==> config.mk <==
export PLATFORM = sky130hd
export DESIGN_NAME = ppb_buffer_ctl
export DESIGN_NICKNAME = d
export VERILOG_FILES = /design/src/hw/ppb_pkg.sv /design/src/hw/ppb_buffer_ctl.sv
export SDC_FILE = /design/constraint.sdc
export NUM_CORES = 1
export LEC_CHECK = 0
export BUFFER_PORTS_ARGS = -buffer_cell sky130_fd_sc_hd__buf_2
export CAP_MARGIN = 20
export CORE_UTILIZATION = 45
export DETAILED_ROUTE_END_ITERATION = 12
export GPL_TIMING_DRIVEN = 0
export PLACE_DENSITY_LB_ADDON = 0.15
export SKIP_CTS_REPAIR_TIMING = 1
export SLEW_MARGIN = 5
export SYNTH_ARGS = -nofsm -noshare
export SYNTH_HDL_FRONTEND = slang
export SYNTH_SLANG_ARGS = --single-unit
export TNS_END_PERCENT = 1
==> constraint.sdc <==
create_clock -name clock -period 6.7 [get_ports clock]
set_clock_uncertainty 0.15 [all_clocks]
set_input_delay 1.34 -clock clock [delete_from_list [all_inputs] [get_ports clock]]
set_output_delay 1.34 -clock clock [all_outputs]
set_load 0.005 [all_outputs]
==> src/hw/ppb_pkg.sv <==
/*
 * Constants, register map and state carriers for the bulk endpoint ping-pong buffer controller.
 * Assumes one 40 MHz clock, a 32-bit AXI4-Lite master and byte counts of at most 16 bits.
 */
package ppb_pkg;

    // ****************************************
    // Register map
    // ****************************************
    localparam logic [7:0] ADDR_PORT_CTL = 8'h00;
    localparam logic [7:0] ADDR_EP_CTL = 8'h04;
    localparam logic [7:0] ADDR_RX_CNT = 8'h08;
    localparam logic [7:0] ADDR_TX_CNT = 8'h0C;
    localparam logic [7:0] ADDR_STATUS = 8'h10;

    localparam int BIT_AUTOTOG = 0;
    localparam int BIT_AUTOSTREAM = 1;
    localparam int BIT_DIR = 2;
    localparam int BIT_WSEL = 0;
    localparam int BIT_RSEL = 1;
    localparam int BIT_AFULL = 2;
    localparam int BIT_BFULL = 3;
    localparam int BIT_TXA_PEND = 4;
    localparam int BIT_TXB_PEND = 5;
    localparam int BIT_RX_HOLD = 0;
    localparam int BIT_TX_HOLD = 1;
    localparam int BIT_STREAM_BUSY = 2;

    localparam int CNT_W = 16;
    localparam logic [1:0] RESP_OKAY = 2'h0;
    localparam logic [1:0] RESP_SLVERR = 2'h2;

    // ****************************************
    // Types
    // ****************************************
    typedef enum logic {
        AS_IDLE = 1'b0,
        AS_DRAIN = 1'b1
    } ppb_auto_e;

    typedef struct packed {
        logic dir;
        logic auto_stream_en;
        logic rx_autotoggle_en;
    } ppb_ctl_s;

    typedef struct packed {
        ppb_ctl_s ctl;
        logic write_buffer_select;
        logic read_buffer_select;
        logic [1:0] full;
        logic [1:0] full_q;
        logic [1:0][CNT_W-1:0] rx_cnt;
        logic [1:0][CNT_W-1:0] tx_cnt;
        logic [1:0] tx_pend;
        logic [CNT_W-1:0] drained;
        ppb_auto_e auto_st;
        logic aw_held;
        logic [7:0] aw_addr;
        logic w_held;
        logic [31:0] w_data;
        logic [3:0] w_strb;
        logic awready;
        logic wready;
        logic bvalid;
        logic [1:0] bresp;
        logic arready;
        logic rvalid;
        logic [31:0] rdata;
        logic [1:0] rresp;
        logic usb_out_nak;
        logic usb_in_nak;
        logic dma_ack_n;
    } ppb_state_s;

endpackage

==> src/hw/ppb_buffer_ctl.sv <==
/*
 * Ping-pong buffer control for the bulk endpoint: receive toggling, transmit hand-off,
 * automatic streaming and flow control, with its registers on an AXI4-Lite slave.
 * Assumes all data-side strobes are synchronous to clock and the SRAM datapath lives outside.
 */
// The register offsets and register access over AXI4-Lite are this design's own decisions.
`timescale 1ns/100ps
module ppb_buffer_ctl
    import ppb_pkg::*;
(
    // Clock and reset
    input wire logic clock,
    input wire logic reset_n,
    // AXI4-Lite slave
    input wire logic [7:0] s_awaddr,
    input wire logic s_awvalid,
    output logic s_awready,
    input wire logic [31:0] s_wdata,
    input wire logic [3:0] s_wstrb,
    input wire logic s_wvalid,
    output logic s_wready,
    output logic [1:0] s_bresp,
    output logic s_bvalid,
    input wire logic s_bready,
    input wire logic [7:0] s_araddr,
    input wire logic s_arvalid,
    output logic s_arready,
    output logic [31:0] s_rdata,
    output logic [1:0] s_rresp,
    output logic s_rvalid,
    input wire logic s_rready,
    // Receive source (USB engine or ATA port, by direction)
    input wire logic rx_valid,
    input wire logic [2:0] rx_bytes,
    input wire logic rx_last,
    // Transmit destination
    input wire logic tx_valid,
    input wire logic [2:0] tx_bytes,
    // Handshake pins
    input wire logic ata_drq,
    output logic dma_ack_n,
    output logic usb_out_nak,
    output logic usb_in_nak,
    // Buffer selectors toward the SRAM datapath
    output logic write_buffer_select,
    output logic read_buffer_select
);

    // ****************************************
    // Helpers
    // ****************************************
    function automatic logic ppb_mapped(input logic [7:0] addr);
        ppb_mapped = (addr == ADDR_PORT_CTL) || (addr == ADDR_EP_CTL) || (addr == ADDR_RX_CNT) ||
                     (addr == ADDR_TX_CNT) || (addr == ADDR_STATUS);
    endfunction

    function automatic logic [31:0] ppb_merge(input logic [31:0] old, input logic [31:0] data,
                                              input logic [3:0] strb);
        logic [31:0] res;
        res = old;
        for (int i = 0; i < 4; i++) begin
            if (strb[i]) begin
                res[i*8 +: 8] = data[i*8 +: 8];
            end
        end
        ppb_merge = res;
    endfunction

    // ****************************************
    // State
    // ****************************************
    ppb_state_s st;
    ppb_state_s next_st;

    always_comb begin
        logic wr_go;
        logic [31:0] wd;
        logic both_full;
        logic rise_a;
        logic rise_b;
        logic fall_a;
        logic fall_b;
        logic fw_wsel_wr;
        logic tx_done;
        logic pick;
        logic pb;
        logic [CNT_W-1:0] drained_sum;
        logic [31:0] rd;

        next_st = st;
        wr_go = st.aw_held && st.w_held && !st.bvalid;
        wd = 32'h0;
        fw_wsel_wr = 1'b0;
        tx_done = 1'b0;
        pick = 1'b0;
        pb = 1'b0;
        drained_sum = 16'h0000;
        rd = 32'h0;
        both_full = st.full[0] && st.full[1];
        rise_a = st.full[0] && !st.full_q[0];
        rise_b = st.full[1] && !st.full_q[1];
        fall_a = !st.full[0] && st.full_q[0];
        fall_b = !st.full[1] && st.full_q[1];

        // ****************************************
        // Bus capture and read path
        // ****************************************
        if (s_awvalid && st.awready) begin
            next_st.aw_held = 1'b1;
            next_st.aw_addr = s_awaddr;
        end
        if (s_wvalid && st.wready) begin
            next_st.w_held = 1'b1;
            next_st.w_data = s_wdata;
            next_st.w_strb = s_wstrb;
        end
        if (st.bvalid && s_bready) begin
            next_st.bvalid = 1'b0;
        end
        if (st.rvalid && s_rready) begin
            next_st.rvalid = 1'b0;
        end
        if (s_arvalid && st.arready) begin
            unique case (s_araddr)
                ADDR_PORT_CTL: rd = {29'h0, st.ctl.dir, st.ctl.auto_stream_en, st.ctl.rx_autotoggle_en};
                ADDR_EP_CTL: rd = {26'h0, st.tx_pend, st.full, st.read_buffer_select, st.write_buffer_select};
                ADDR_RX_CNT: rd = {st.rx_cnt[1], st.rx_cnt[0]};
                ADDR_TX_CNT: rd = {st.tx_cnt[1], st.tx_cnt[0]};
                ADDR_STATUS: rd = {29'h0, st.auto_st == AS_DRAIN, st.tx_pend == 2'b00, both_full};
                default: rd = 32'h0;
            endcase
            next_st.rvalid = 1'b1;
            next_st.rdata = rd;
            next_st.rresp = ppb_mapped(s_araddr) ? RESP_OKAY : RESP_SLVERR;
        end

        // ****************************************
        // Receive counting into the selected buffer
        // ****************************************
        // Data aimed at a full buffer is refused and never counted
        if (rx_valid && !st.full[st.write_buffer_select]) begin
            next_st.rx_cnt[st.write_buffer_select] = st.rx_cnt[st.write_buffer_select] + CNT_W'(rx_bytes);
        end

        // ****************************************
        // Transmit drain of the read buffer
        // ****************************************
        if (st.tx_pend[st.read_buffer_select]) begin
            drained_sum = tx_valid ? st.drained + CNT_W'(tx_bytes) : st.drained;
            next_st.drained = drained_sum;
            if (drained_sum >= st.tx_cnt[st.read_buffer_select]) begin
                tx_done = 1'b1;
                next_st.tx_pend[st.read_buffer_select] = 1'b0;
                next_st.drained = 16'h0000;
            end
        end

        // ****************************************
        // Firmware writes
        // ****************************************
        if (wr_go) begin
            next_st.aw_held = 1'b0;
            next_st.w_held = 1'b0;
            next_st.bvalid = 1'b1;
            next_st.bresp = ppb_mapped(st.aw_addr) ? RESP_OKAY : RESP_SLVERR;
            unique case (st.aw_addr)
                ADDR_PORT_CTL: begin
                    wd = ppb_merge({29'h0, st.ctl.dir, st.ctl.auto_stream_en, st.ctl.rx_autotoggle_en},
                                   st.w_data, st.w_strb);
                    next_st.ctl.rx_autotoggle_en = wd[BIT_AUTOTOG];
                    next_st.ctl.auto_stream_en = wd[BIT_AUTOSTREAM];
                    next_st.ctl.dir = wd[BIT_DIR];
                end
                ADDR_EP_CTL: begin
                    // Selectors and flag clears belong to the stream machine while auto_stream_en is set
                    if (st.w_strb[0] && !st.ctl.auto_stream_en) begin
                        fw_wsel_wr = 1'b1;
                        next_st.write_buffer_select = st.w_data[BIT_WSEL];
                        next_st.rx_cnt[st.w_data[BIT_WSEL]] = 16'h0000;
                        next_st.read_buffer_select = st.w_data[BIT_RSEL];
                        if (st.w_data[BIT_RSEL] != st.read_buffer_select || !st.tx_pend[st.w_data[BIT_RSEL]]) begin
                            next_st.tx_pend[st.w_data[BIT_RSEL]] = 1'b1;
                            next_st.drained = 16'h0000;
                        end
                        if (st.w_data[BIT_AFULL]) begin
                            next_st.full[0] = 1'b0;
                        end
                        if (st.w_data[BIT_BFULL]) begin
                            next_st.full[1] = 1'b0;
                        end
                    end
                end
                ADDR_TX_CNT: begin
                    if (!st.ctl.auto_stream_en) begin
                        next_st.tx_cnt = ppb_merge({st.tx_cnt[1], st.tx_cnt[0]}, st.w_data, st.w_strb);
                    end
                end
                default: begin
                end
            endcase
        end

        // ****************************************
        // Receive auto-toggle on full-flag edges
        // ****************************************
        // Both full stays unchanged because no case below matches it
        if ((st.ctl.rx_autotoggle_en || st.ctl.auto_stream_en) && !fw_wsel_wr) begin
            if (rise_a && !st.full[1]) begin
                next_st.write_buffer_select = 1'b1;
                next_st.rx_cnt[1] = 16'h0000;
            end else if (rise_b && !st.full[0]) begin
                next_st.write_buffer_select = 1'b0;
                next_st.rx_cnt[0] = 16'h0000;
            end else if (fall_b && st.full[0]) begin
                next_st.write_buffer_select = 1'b1;
                next_st.rx_cnt[1] = 16'h0000;
            end else if (fall_a && st.full[1]) begin
                next_st.write_buffer_select = 1'b0;
                next_st.rx_cnt[0] = 16'h0000;
            end
        end

        // ****************************************
        // Automatic stream machine
        // ****************************************
        unique case (st.auto_st)
            AS_IDLE: begin
                if (st.ctl.auto_stream_en && st.tx_pend == 2'b00) begin
                    // Prefer the buffer not drained last, so data leaves in arrival order
                    if (st.full[!st.read_buffer_select]) begin
                        pick = 1'b1;
                        pb = !st.read_buffer_select;
                    end else if (st.full[st.read_buffer_select]) begin
                        pick = 1'b1;
                        pb = st.read_buffer_select;
                    end
                    if (pick) begin
                        next_st.tx_cnt[pb] = st.rx_cnt[pb];
                        if (st.rx_cnt[pb] == 16'h0000) begin
                            next_st.full[pb] = 1'b0;
                        end else begin
                            next_st.read_buffer_select = pb;
                            next_st.tx_pend[pb] = 1'b1;
                            next_st.drained = 16'h0000;
                            next_st.auto_st = AS_DRAIN;
                        end
                    end
                end
            end
            AS_DRAIN: begin
                if (tx_done) begin
                    next_st.full[st.read_buffer_select] = 1'b0;
                    next_st.auto_st = AS_IDLE;
                end else if (!st.ctl.auto_stream_en) begin
                    next_st.auto_st = AS_IDLE;
                end
            end
        endcase

        // Load completion last; it sets only a flag that is clear now, so one in its buffer's clearing cycle is lost
        if (rx_last && !st.full[st.write_buffer_select]) begin
            next_st.full[st.write_buffer_select] = 1'b1;
        end
        next_st.full_q = st.full;

        // ****************************************
        // Handshakes and bus ready, all registered
        // ****************************************
        next_st.usb_out_nak = !next_st.ctl.dir && (next_st.full == 2'b11);
        next_st.usb_in_nak = next_st.ctl.dir && (next_st.tx_pend == 2'b00);
        next_st.dma_ack_n = !(ata_drq && (next_st.ctl.dir ? (next_st.full != 2'b11)
                                                           : (next_st.tx_pend != 2'b00)));
        next_st.awready = !next_st.aw_held;
        next_st.wready = !next_st.w_held;
        next_st.arready = !next_st.rvalid;
    end

    always_ff @(posedge clock) begin
        if (!reset_n) begin
            st <= '0;
            st.dma_ack_n <= 1'b1;
            st.auto_st <= AS_IDLE;
        end else begin
            st <= next_st;
        end
    end

    // ****************************************
    // Outputs
    // ****************************************
    assign s_awready = st.awready;
    assign s_wready = st.wready;
    assign s_bvalid = st.bvalid;
    assign s_bresp = st.bresp;
    assign s_arready = st.arready;
    assign s_rvalid = st.rvalid;
    assign s_rdata = st.rdata;
    assign s_rresp = st.rresp;
    assign dma_ack_n = st.dma_ack_n;
    assign usb_out_nak = st.usb_out_nak;
    assign usb_in_nak = st.usb_in_nak;
    assign write_buffer_select = st.write_buffer_select;
    assign read_buffer_select = st.read_buffer_select;

endmodule

# Yosys cells after proc, flatten, opt, wreduce, memory -nomap -nowiden
# Index checks and enable logic that the tools add are counted.
dict set report word_totals {
  ff_bits 182
  elab_cells 236
  ramBits 0
  mem_count 0
  mem_bits_ro 0
  out_inout_bits 46
  inputBits 69
  latchBits 0
}
dict set report op_classes {
  mul 0
  div_mod_pow 0
  eq_ne 11
  n_lt_le_gt_ge 12
  add_sub_neg 2
  n_reduce_logical 62
  n_bitwise 11
  mux 108
  shift 0
}
# cell count
set op_table {}
lappend op_table {{two-way mux 16 bit} 17}
lappend op_table {{two-way mux 32 bit} 6}
lappend op_table {{case mux 32 bit (5 select lines)} 1}
lappend op_table {{two-way mux 51 bit} 2}
lappend op_table {{two-way mux 18 bit} 5}
lappend op_table {{two-way mux 82 bit} 1}
lappend op_table {{bitwise mux 32 bit} 2}
lappend op_table {{two-way mux 50 bit} 1}
lappend op_table {{demux 16 bit (select 1 bit)} 3}
lappend op_table {{two-way mux 1 bit} 43}
lappend op_table {{two-way mux 37 bit} 1}
lappend op_table {{two-way mux 35 bit} 1}
lappend op_table {{adder 16 x 3 -> 16 bit} 2}
lappend op_table {{bitwise AND 32 bit} 1}
lappend op_table {{equality test 8 x 4 -> 1 bit (second input constant)} 4}
lappend op_table {{two-way mux 8 bit} 4}
lappend op_table {{NOT 32 bit} 1}
lappend op_table {{logical AND 1 bit} 29}
lappend op_table {{two-way mux 19 bit} 1}
lappend op_table {{equality test 8 x 3 -> 1 bit (second input constant)} 2}
lappend op_table {{equality test 8 x 5 -> 1 bit (second input constant)} 2}
lappend op_table {{>= comparator 16 bit} 1}
lappend op_table {{logical NOT 16 bit} 1}
lappend op_table {{logical NOT 8 bit} 2}
lappend op_table {{22 further kinds} 73}

# Longest topological paths before layout
# Gate-level depths: netlist of the first run.
dict set report logic_depth {
  word_depth 22
  ltp_mapped 17
  mapped_depth_nobuf 16
}

# Least setup slack after synthesis of the first run
# OpenSTA, ideal clock, no wires.
dict set report synth_timing {
  path_kind {input -> register}
  from {input port tx_bytes[0]}
  to {register dma_ack_n (netlist name)}
  cell_stages 16
  required_time_ns 6.430
  arrival_ns 4.299
  slack_ns 2.131
  n_path_buf 1
  cell_sequence {ha_1 > inv_1 > fa_1 > inv_1 > a21o_1 > nor3b_1 > and3_1 > xor2_1 > ha_1 > nand4_1 > nand4b_1 > o211a_1 > clkbuf_1 > o22ai_1 > nor3_1 > a211o_1}
}
dict set report synth_via {
  elab_chain_len 19
  elab_cells_between_ends 26
}
# item line_no
set synth_rtl {}
lappend synth_rtl {{from (decl)} ppb_buffer_ctl.sv:38} ;# input wire logic [2:0] tx_bytes,
lappend synth_rtl {{adder 16 x 3 -> 16 bit *} ppb_buffer_ctl.sv:149} ;# drained_sum = tx_valid ? st.drained + CNT_W'(tx_bytes) : st.drained;
lappend synth_rtl {{two-way mux 16 bit *} ppb_buffer_ctl.sv:149}
lappend synth_rtl {{>= comparator 16 bit *} ppb_buffer_ctl.sv:151} ;# if (drained_sum >= st.tx_cnt[st.read_buffer_select]) begin
lappend synth_rtl {{two-way mux 18 bit} ppb_buffer_ctl.sv:151}
lappend synth_rtl {{two-way mux 18 bit} ppb_buffer_ctl.sv:148} ;# if (st.tx_pend[st.read_buffer_select]) begin
lappend synth_rtl {{OR 2 bit (no source line)} n/a}
lappend synth_rtl {{two-way mux 18 bit} ppb_buffer_ctl.sv:181} ;# if (st.w_data[BIT_RSEL] != st.read_buffer_select || !st.tx_pend[st.w_data[BIT_RSEL]]) begin
lappend synth_rtl {{two-way mux 18 bit} ppb_buffer_ctl.sv:176} ;# if (st.w_strb[0] && !st.ctl.auto_stream_en) begin
lappend synth_rtl {{[... 3 more ...]} n/a}
lappend synth_rtl {{two-way mux 19 bit} ppb_buffer_ctl.sv:239} ;# if (st.rx_cnt[pb] == 16'h0000) begin
lappend synth_rtl {{two-way mux 51 bit} ppb_buffer_ctl.sv:237} ;# if (pick) begin
lappend synth_rtl {{two-way mux 51 bit} ppb_buffer_ctl.sv:228} ;# if (st.ctl.auto_stream_en && st.tx_pend == 2'b00) begin
lappend synth_rtl {{two-way mux 50 bit} ppb_buffer_ctl.sv:226} ;# unique case (st.auto_st)
lappend synth_rtl {{nonzero test 2 bit} ppb_buffer_ctl.sv:272} ;# : (next_st.tx_pend != 2'b00)));
lappend synth_rtl {{two-way mux 1 bit *} ppb_buffer_ctl.sv:271} ;# next_st.dma_ack_n = !(ata_drq && (next_st.ctl.dir ? (next_st.full != 2'b11)
lappend synth_rtl {{logical AND 1 bit *} ppb_buffer_ctl.sv:271}
lappend synth_rtl {{logical NOT 1 bit *} ppb_buffer_ctl.sv:271}
# Mark *: on every way between the ends. The rest lies on a longest branch, timed or not.
# A chain may end at the register's enable or synchronous reset.

# Worst setup path in the final report of the first run
dict set report layout_timing {
  from {input port tx_bytes[0]}
  to {register st[101] (netlist name)}
}
dict set report layout_via {
  elab_chain_len 13
}
# item line_no
set layout_rtl {}
lappend layout_rtl {{adder 16 x 3 -> 16 bit *} ppb_buffer_ctl.sv:149}
lappend layout_rtl {{two-way mux 16 bit *} ppb_buffer_ctl.sv:149}
lappend layout_rtl {{>= comparator 16 bit} ppb_buffer_ctl.sv:151}
lappend layout_rtl {{two-way mux 18 bit *} ppb_buffer_ctl.sv:151}
lappend layout_rtl {{two-way mux 18 bit *} ppb_buffer_ctl.sv:148}
lappend layout_rtl {{two-way mux 18 bit} ppb_buffer_ctl.sv:181}
lappend layout_rtl {{two-way mux 18 bit} ppb_buffer_ctl.sv:176}
lappend layout_rtl {{two-way mux 18 bit} ppb_buffer_ctl.sv:166} ;# unique case (st.aw_addr)
lappend layout_rtl {{two-way mux 82 bit *} ppb_buffer_ctl.sv:161} ;# if (wr_go) begin
lappend layout_rtl {{two-way mux 19 bit} ppb_buffer_ctl.sv:239}
lappend layout_rtl {{two-way mux 51 bit} ppb_buffer_ctl.sv:237}
lappend layout_rtl {{two-way mux 51 bit} ppb_buffer_ctl.sv:228}
lappend layout_rtl {{two-way mux 50 bit *} ppb_buffer_ctl.sv:226}
lappend layout_rtl {{to (signal assigned)} ppb_buffer_ctl.sv:284} ;# st <= next_st;
lappend layout_rtl {{to (decl)} ppb_buffer_ctl.sv:72} ;# ppb_state_s st;
# Marks and branches as above.

==> results.yml, run 1 <==
global_route:
  first_global_vias: 7466
  grt_first_pass_wirelength_um: 41600
  grt-ovfl-total: 0
  grt_usage_pct: 25.5
  grt_max_degree: 19
  antenna_found_initial: 0
place:
  pre_cts_slack_ns: 1.28
  place_inst: 1467
  io_buffers: 108
  dpl_cell_area_um2: 10100
  place_congestion: 0.918
  hpwl_um: 20500
critical_path:
  cp_top_family: "simple AND/OR/NAND/NOR gates"
  critPathMaxFanout: 8
  cp_slowest_cell: "nor2_1"
  critical-path-max-stage-delay_ns: 0.57
  crit_path_cell_trace: "buf_2, ha_1, inv_1, fa_1, inv_1, a21o_1, nor3b_1, and3_1, xor2_1, ha_1, a21oi_1, nor2_1, a211oi_1, o211ai_1, nor2_1, nand3b_1, a21oi_1"
  worstPathArrival_ns: 5.22
  end_kind: "register"
  crit_path_start_kind: "input pin"
  critical_path_class: "input pin to register"
  crit_cells: 17
  critPathBufInv: 3
  crit_required_ns: 6.92
  r2r_cells: 11
synthesis:
  synth.most_common_cell: "nand2_1"
  synth_commonest_cells: "203 x nand2_1, 180 x dfxtp_1, 66 x nor2_1, 50 x mux2i_1, 46 x a21boi_0"
  yosys.area.top_type: "dfxtp_1"
  synth-simple-area-share_pct: 22.1
  syn_area_per_cell_um2: 8.52
  synthAdderAreaFrac_pct: 3.40
  synth_top_family_by_area: "simple AND/OR/NAND/NOR gates"
  yosysWarnings: 0
  syn-cell-area_um2: 9270
  ys_seq_elements: 180
  synth.area.top_cells: "dfxtp_1 39%, nand2_1 8.2%, mux2i_1 5.4%"
  synthXorXnorAreaFrac_pct: 3.69
  yosysUniqueCellTypes: 68
  yosysSeqAreaShare_pct: 38.9
  synth_flop_cell: "dfxtp_1"
  synth_top_area_share_pct: 38.9
  synth-async-reset-ratio_pct: 0
  synthMuxAreaShare_pct: 6.74
  synth_compound_area_share_pct: 18.5
  synth-edff-count: 0
  syn_inst: 1088
sta:
  holdWs_ns: 0.314
  tightest_slew_ns: 0.873
  fin_crit_sh_pct: 74.7
  post-route-min-period_ns: 5.00
  fmax_mhz: 200
  final_max_slew_viol_count: 0
  relSlewSlack_pct: 41.6
  timing_hold_violations_final: 0
  setup_viol: 0
  postLayoutSetupSlackWorst_ns: 1.70
  rsz0062_at_grt: "no"
  finalSetupTns_ns: 0
cells_and_area:
  largest_register_ff_count: 134
  num_antenna_cells: 0
  regMostFlops: "st"
  drive_gt1_share_pct: 17.7
  final-instance-count-excl-fill: 1499
  nets: 1309
  areaGrowthSynthToFinish_pct: 15.9
  final_cell_area_um2: 10700
die:
  dieArea_um2: 21200
  die_h_um: 145
  core-area_um2: 20200
  num_rows: 52
  start_util_pct: 45.8
  ios: 115
  die_w_um: 145
cts:
  clkSinkCount: 180
  root_buffer: "clkbuf_16"
  htree_num_levels: 4
  clock_latency_ns: 0.44
  clk_pin_slew_ns: 0.07
  cts.path.max_buffers: 2
  numCtsBuffers: 17
  cts_tree: "built"
job:
  cap_violations: 0
power_and_ir_drop:
  switching_share_pct: 26.2
  powerDensity_nw_per_um2: 212
  netSwitchingPower_mw: 0.595
  leakage_nw: 4.69
  p_int_mw: 1.68
  ir_worst_vdd_mv: 0.158
  p_comb_share_pct: 6.6
  seq_power_share_pct: 48.7
  clock_power_share_pct: 44.6
detailed_routing:
  detail_route.wl_per_cell_um: 17.6
  drc: 0
  drtIter0Drc: 777
  finalWirelength_um: 26400
  drtPass1Iterations: 5
  via_count: 8044
  viasPerCell: 5.37
  drtAntennaViolNets: 0
hold_path:
  hold_path_class: "register to register"
  holdPathStages: 2
outcome:
  status: "finished, final reports clean"
routing by layer:
| layer | routed length [um] | vias up | global-route usage [%] |
|---|---|---|---|
| li1 | - | 4022 | - |
| met1 | 12900 | 3718 | 37.1 |
| met2 | 11400 | 270 | 38.5 |
| met3 | 1510 | 34 | 3.89 |
| met4 | 583 | 0 | 8.00 |
| met5 | 0 | - | 0 |
final timing paths:
check	slack [ns]	to	from
max reg2reg	2.21	st[101]	read_buffer_select
min reg2reg	0.31	st[66]	st[66]
max	1.70	st[101]	tx_bytes[0]
min	0.31	st[66]	st[66]
cells by family after synthesis:
| group | Yosys count |
|---|---|
| adder cells (fa/ha/maj) | 24 |
| AO/OA/AOI/OAI | 243 |
| flip-flops | 180 |
| buffers and inverters | 111 |
| other | 1 |
| XOR/XNOR | 39 |
| AND/OR/NAND/NOR | 429 |
| multiplexers | 61 |
power by group through the flow:
stage	Sequential (mW)	Combinational, mW	Clock, mW
finish	1.11	0.151	1.02
global route	1.11	0.168	1.08
CTS	1.11	0.151	1.03
detailed placement	1.13	0.150	0
global placement	1.13	0.148	0
floorplan	1.13	0.0922	0
area by class of cell:
type	count	area (um^2)
tap	270	338
fill	1957	9500
timing repair buffer	108	541
buffer	98	564
clock buffer	17	425
inverter	13	48.8
clock inverter	15	166
multi-input combinational	798	5050
sequential	180	3600
tightest hold or removal path, cell delays in order, from the launching register on:
cell and delay, ns:
dfxtp_1 0.31, nand2_1 0.05, a21boi_0 0.06
placed cells by master (no fill, tap or decap), drive strengths merged, types with 37 or more instances in the layout:
cell,n
a21oi,37
dfxtp,180
buf,164
nor2,67
o21ai,51
a21boi,49
and2,37
nand2,203
clkbuf,59
mux2i,50
metrics by stage:
| stage | util [%] | total power [mW] |
|---|---|---|
| 6_report | 53.1 | 2.28 |
| 5_1_grt | 53.1 | 2.36 |
| 4_1_cts | 53.1 | 2.28 |
| 3_5_place_dp | 50.1 | 1.28 |
| 3_3_place_gp | 50.1 | 1.28 |
| 2_1_floorplan | - | 1.22 |
No activity file was read; power rests on OpenSTA's default activity.
==> inputs of run 2 (changes only) <==
==> constraint.sdc (replaced) <==
create_clock -name clock -period 4.9 [get_ports clock]
set_clock_uncertainty 0.15 [all_clocks]
set_input_delay 0.98 -clock clock [delete_from_list [all_inputs] [get_ports clock]]
set_output_delay 0.98 -clock clock [all_outputs]
set_load 0.005 [all_outputs]
==> results.yml, run 2 (synthesis results as in run 1) <==
cells_and_area:
  drive_gt1_share_pct: 17.8
  final_cell_area_um2: 10700
  num_antenna_cells: 0
  nets: 1309
  areaGrowthSynthToFinish_pct: 16.0
  largest_register_ff_count: 134
  regMostFlops: "st"
  final_core_util_pct: 53.1
  layout_common_cells: "203 x nand2_1, 180 x dfxtp_1, 116 x buf_2, 65 x nor2_1, 50 x mux2i_1"
  layout_commonest_cell: "nand2_1"
cts:
  clk_pin_slew_ns: 0.07
  htree_num_levels: 4
  numCtsBuffers: 17
  cts.path.max_buffers: 2
  root_buffer: "clkbuf_16"
  clkSinkCount: 180
  clock_latency_ns: 0.43
  cts_tree: "built"
critical_path:
  crit_path_start_kind: "register"
  reg2reg_from: "read_buffer_select"
  critical_path_class: "register to register"
  critical-path-max-stage-delay_ns: 0.64
  end_kind: "register"
  r2r_cells: 12
  worstPathArrival_ns: 4.65
  r2r_end: "dma_ack_n"
  r2r_slack_ns: 0.49
  crit_required_ns: 5.13
  path_common_cell: "clkbuf_1"
  crit_path_cell_trace: "clkbuf_1, buf_1, clkbuf_1, mux2i_1, ha_1, or3_1, a221oi_1, o211a_1, clkbuf_1, o22ai_1, nor3_1, a211o_1"
  critPathMaxFanout: 10
  cp_slowest_cell: "clkbuf_1"
die:
  start_util_pct: 45.8
  dieArea_um2: 21200
  num_rows: 52
  core-area_um2: 20200
  die_w_um: 145
  die_h_um: 145
  ios: 115
sta:
  fmax_mhz: 227
  final_max_slew_viol_count: 0
  fin_crit_sh_pct: 90.1
  tightest_slew_ns: 0.907
  post-route-min-period_ns: 4.41
  timing_hold_violations_final: 0
  relSlewSlack_pct: 39.2
  holdWs_ns: 0.314
  setup_viol: 0
  rsz0062_at_grt: "no"
detailed_routing:
  drtIter0Drc: 775
  via_count: 8054
  drc: 0
  drtPass1Iterations: 5
  drtAntennaViolNets: 0
  viasPerCell: 5.37
  detail_route.wl_per_cell_um: 17.7
  finalWirelength_um: 26500
global_route:
  grt_usage_pct: 25.5
  grt_max_degree: 19
  first_global_vias: 7466
  grt_first_pass_wirelength_um: 41600
  antenna_found_initial: 0
  grt-ovfl-total: 0
place:
  place_congestion: 0.918
  dpl_cell_area_um2: 10100
  hpwl_um: 20500
  io_buffers: 108
power_and_ir_drop:
  ir_worst_vdd_mv: 0.214
  total_power_mw: 3.11
  powerDensity_nw_per_um2: 290
  leakage_nw: 4.69
job:
  cap_violations: 0
hold_path:
  hold_path_class: "register to register"
  holdPathEnd: "st[66]"
  holdPathStages: 2
  hold_path.startpoint: "st[66]"
outcome:
  status: "finished, final reports clean"
==> run 2: cell types whose count changed in the layout (fill, tap and decap cells not counted) <==
cell,previous run,this run
nor2_1,66,65
nor2_2,0,1
nor3b_1,2,1
nor3b_2,0,1
==> run 2: final cells by class <==
type	count	area [um^2]
Inverter	13	48.8
Buffer	98	564
Clock buffer	17	425
Sequential cell	180	3600
Timing Repair Buffer	108	541
Fill cell	1958	9490
Clock inverter	15	166
Tap cell	270	338
Multi-Input combinational cell	798	5060
==> run 2: report_power, final <==
| part | internal (mW) | total (mW) | switching, mW |
|---|---|---|---|
| sequential | 1.49 | 1.52 | 0.0263 |
| clock | 0.728 | 1.39 | 0.661 |
| combinational | 0.0806 | 0.206 | 0.126 |
==> run 2: how the worst max path moves through the flow <==
stage,startpoint,slack (ns),end
CTS,tx_bytes[0],0.29,st[101]
floorplan,tx_bytes[0],0.69,dma_ack_n
global placement,tx_bytes[0],-0.12,st[105]
detailed placement,tx_bytes[0],-0.16,st[101]
global route,read_buffer_select,0.14,dma_ack_n
finish,read_buffer_select,0.49,dma_ack_n
==> run 2: critical path: cells and delay by family, from the launching register on <==
family,cells,cell delay (ns)
AND/OR/NAND/NOR,2,0.55
flip-flops,1,0.33
multiplexers,1,0.19
buffers and inverters,4,1.94
adder cells (fa/ha/maj),1,0.26
AO/OA/AOI/OAI,4,0.95
==> run 2: metal layers <==
| metal | vias up | global-route usage, % | wire, um |
|---|---|---|---|
| li1 | 4017 | - | - |
| met4 | 0 | 8.00 | 617 |
| met2 | 241 | 38.5 | 11400 |
| met3 | 37 | 3.89 | 1410 |
| met1 | 3759 | 37.1 | 13100 |
| met5 | - | 0 | 0 |
==> run 2: metrics by stage <==
| step | setup WS, ns | TNS (ns) | cells |
|---|---|---|---|
| 2_1_floorplan | 0.691 | 0 | 1089 |
| 3_3_place_gp | -0.123 | -0.902 | 1467 |
| 3_5_place_dp | -0.155 | -1.23 | 1467 |
| 4_1_cts | 0.290 | 0 | 1499 |
| 5_1_grt | 0.143 | 0 | 1499 |
| 6_report | 0.486 | 0 | 1499 |
==> inputs of run 3 (changes only) <==
--- a/config.mk
+++ b/config.mk
@@ -5,6 +5,7 @@
 export SDC_FILE = /design/constraint.sdc
 export NUM_CORES = 1
 export LEC_CHECK = 0
+export ABC_AREA = 1
 export BUFFER_PORTS_ARGS = -buffer_cell sky130_fd_sc_hd__buf_2
 export CAP_MARGIN = 20
 export CORE_UTILIZATION = 45
==> results.yml, run 3 <==
outcome:
  status: "finished, final reports clean"
global_route:
  antenna_found_initial: 0
  first_global_vias: 8545
  grt_first_pass_wirelength_um: 48400
  grt_usage_pct: 29.3
  grt-ovfl-total: 0
  grt_max_degree: 23
cells_and_area:
  num_antenna_cells: 0
  nets: 1597
  largest_register_ff_count: 134
  layout_common_cells: "265 x nand2_1, 180 x dfxtp_1, 158 x nor2_1, 139 x a21oi_1, 134 x o21ai_0"
  regMostFlops: "st"
  layout_commonest_cell: "nand2_1"
  drive_gt1_share_pct: 16.6
  nFillCells: 2140
  multi_input_area_um2: 4890
  seq_area_um2: 3600
  areaGrowthSynthToFinish_pct: 16.1
sta:
  rsz0062_at_grt: "no"
  tightest_slew_ns: 0.803
  postLayoutSetupSlackWorst_ns: 0.491
  post-route-min-period_ns: 4.41
  final_max_slew_viol_count: 0
  fmax_mhz: 227
  relSlewSlack_pct: 46.5
  fin_crit_sh_pct: 90.0
  finalSetupTns_ns: 0
  setup_viol: 0
  timing_hold_violations_final: 0
synthesis:
  ys_seq_elements: 180
  synth.area.top_cells: "dfxtp_1 37%, nand2_1 10%, a21oi_1 7.2%"
  synth.most_common_cell: "nand2_1"
  synth-async-reset-ratio_pct: 0
  yosysWarnings: 0
  yosysUniqueCellTypes: 56
  yosys.area.top_type: "dfxtp_1"
  synth_flop_cell: "dfxtp_1"
  synth_commonest_cells: "265 x nand2_1, 180 x dfxtp_1, 158 x nor2_1, 139 x a21oi_1, 134 x o21ai_0"
  yosysSeqAreaShare_pct: 37.5
  syn_inst: 1373
  syn-cell-area_um2: 9620
  synth_top_area_share_pct: 37.5
  syn_area_per_cell_um2: 7.01
  synth-edff-count: 0
critical_path:
  worstPathArrival_ns: 4.65
  end_kind: "register"
  critical_path_class: "input pin to register"
  path_common_cell: "inv_1"
  crit_required_ns: 5.14
  critPathMaxFanout: 10
  cp_slowest_cell: "buf_1"
  critical-path-max-stage-delay_ns: 0.40
  crit_path_cell_trace: "buf_2, ha_1, inv_1, fa_1, inv_1, nand2_1, a21boi_0, nand4_1, nor2_1, nand2_1, o21ai_0, inv_1, ha_1, nand4_1, a21oi_1, nor2_1, nand3_1, inv_1, buf_1, nand2_1, a21oi_4"
  crit_path_start_kind: "input pin"
detailed_routing:
  viasPerCell: 5.34
  drtIter0Drc: 872
  detail_route.wl_per_cell_um: 17.6
  via_count: 9571
  finalWirelength_um: 31500
  drtAntennaViolNets: 0
  drc: 0
  drtPass1Iterations: 6
die:
  start_util_pct: 45.8
  die_w_um: 148
  core-area_um2: 21000
  die_h_um: 148
  num_rows: 53
  dieArea_um2: 22000
  ios: 115
cts:
  clock_latency_ns: 0.45
  numCtsBuffers: 17
  root_buffer: "clkbuf_16"
  cts_tree: "built"
  htree_num_levels: 4
  clkSinkCount: 180
  clk_pin_slew_ns: 0.08
  cts.path.max_buffers: 2
power_and_ir_drop:
  leakage_nw: 4.58
  powerDensity_nw_per_um2: 294
  ir_worst_vdd_mv: 0.246
hold_path:
  hold_path_class: "register to register"
place:
  pre_cts_slack_ns: 0.0722
  place_congestion: 0.984
  io_buffers: 111
  hpwl_um: 24800
job:
  cap_violations: 0
[run 3: layout make-up]
class	count	area share, %
inverter	140	4.77
clock inverter	15	1.94
tap	275	3.08
sequential	180	32.3
timing repair buffer	111	4.97
multi-input combinational	952	43.8
clock buffer	17	3.81
buffer	102	5.34
[run 3: worst max-delay path: cells and delay by family]
family | cells | cell delay, ns
adder cells (fa/ha/maj) | 3 | 0.85
AO/OA/AOI/OAI | 4 | 0.59
AND/OR/NAND/NOR | 8 | 1.31
buffers and inverters | 6 | 0.92
[run 3: final timing paths]
check / start / end / slack, ns / cells after the start
setup / recovery: tx_bytes[0] / st[100] / 0.49 / 21
setup reg to reg: st[91] / st[100] / 0.77 / 20
hold reg to reg: s_rdata[20] / s_rdata[20] / 0.32 / 2
hold / removal: s_rdata[20] / s_rdata[20] / 0.32 / 2
[run 3: logic make-up (layout without fill, tap and decap cells)]
kind of cell    after synthesis  after routing  share of synthesized area, %
fa+ha+maj                    24             24                          3.28
compound gates              347            347                          19.9
buf+inv                     242            385                          11.7
xor+xnor                     28             28                          2.55
simple gates                551            551                          25.0
flops                       180            180                          37.5
other cells                   1              2                        0.0390
[run 3: per-layer routing]
layer / GRT usage [%] / routed length (um)
met1: 37.7 / 13500
met2: 47.3 / 14200
met3: 5.67 / 2460
met4: 13.2 / 1280
met5: 0 / 0
[run 3: report_power, final]
group	leakage (nW)	switching, mW	internal [mW]
Clock	0.306	0.744	0.713
Sequential	1.46	0.0465	1.50
Combinational	2.81	0.175	0.0980
Total	4.58	0.966	2.31
[run 3: through the flow]
stage	hold WS (ns)	power [mW]	instance area [um^2]	instances	utilization (%)
global route	0.338	3.39	11200	1792	53.1
global placement	0.295	1.85	10500	1760	50.1
finish	0.319	3.28	11200	1792	53.1
floorplan	0.280	1.74	9630	1374	-
detailed placement	0.305	1.85	10500	1760	50.1
CTS	0.317	3.29	11200	1792	53.1
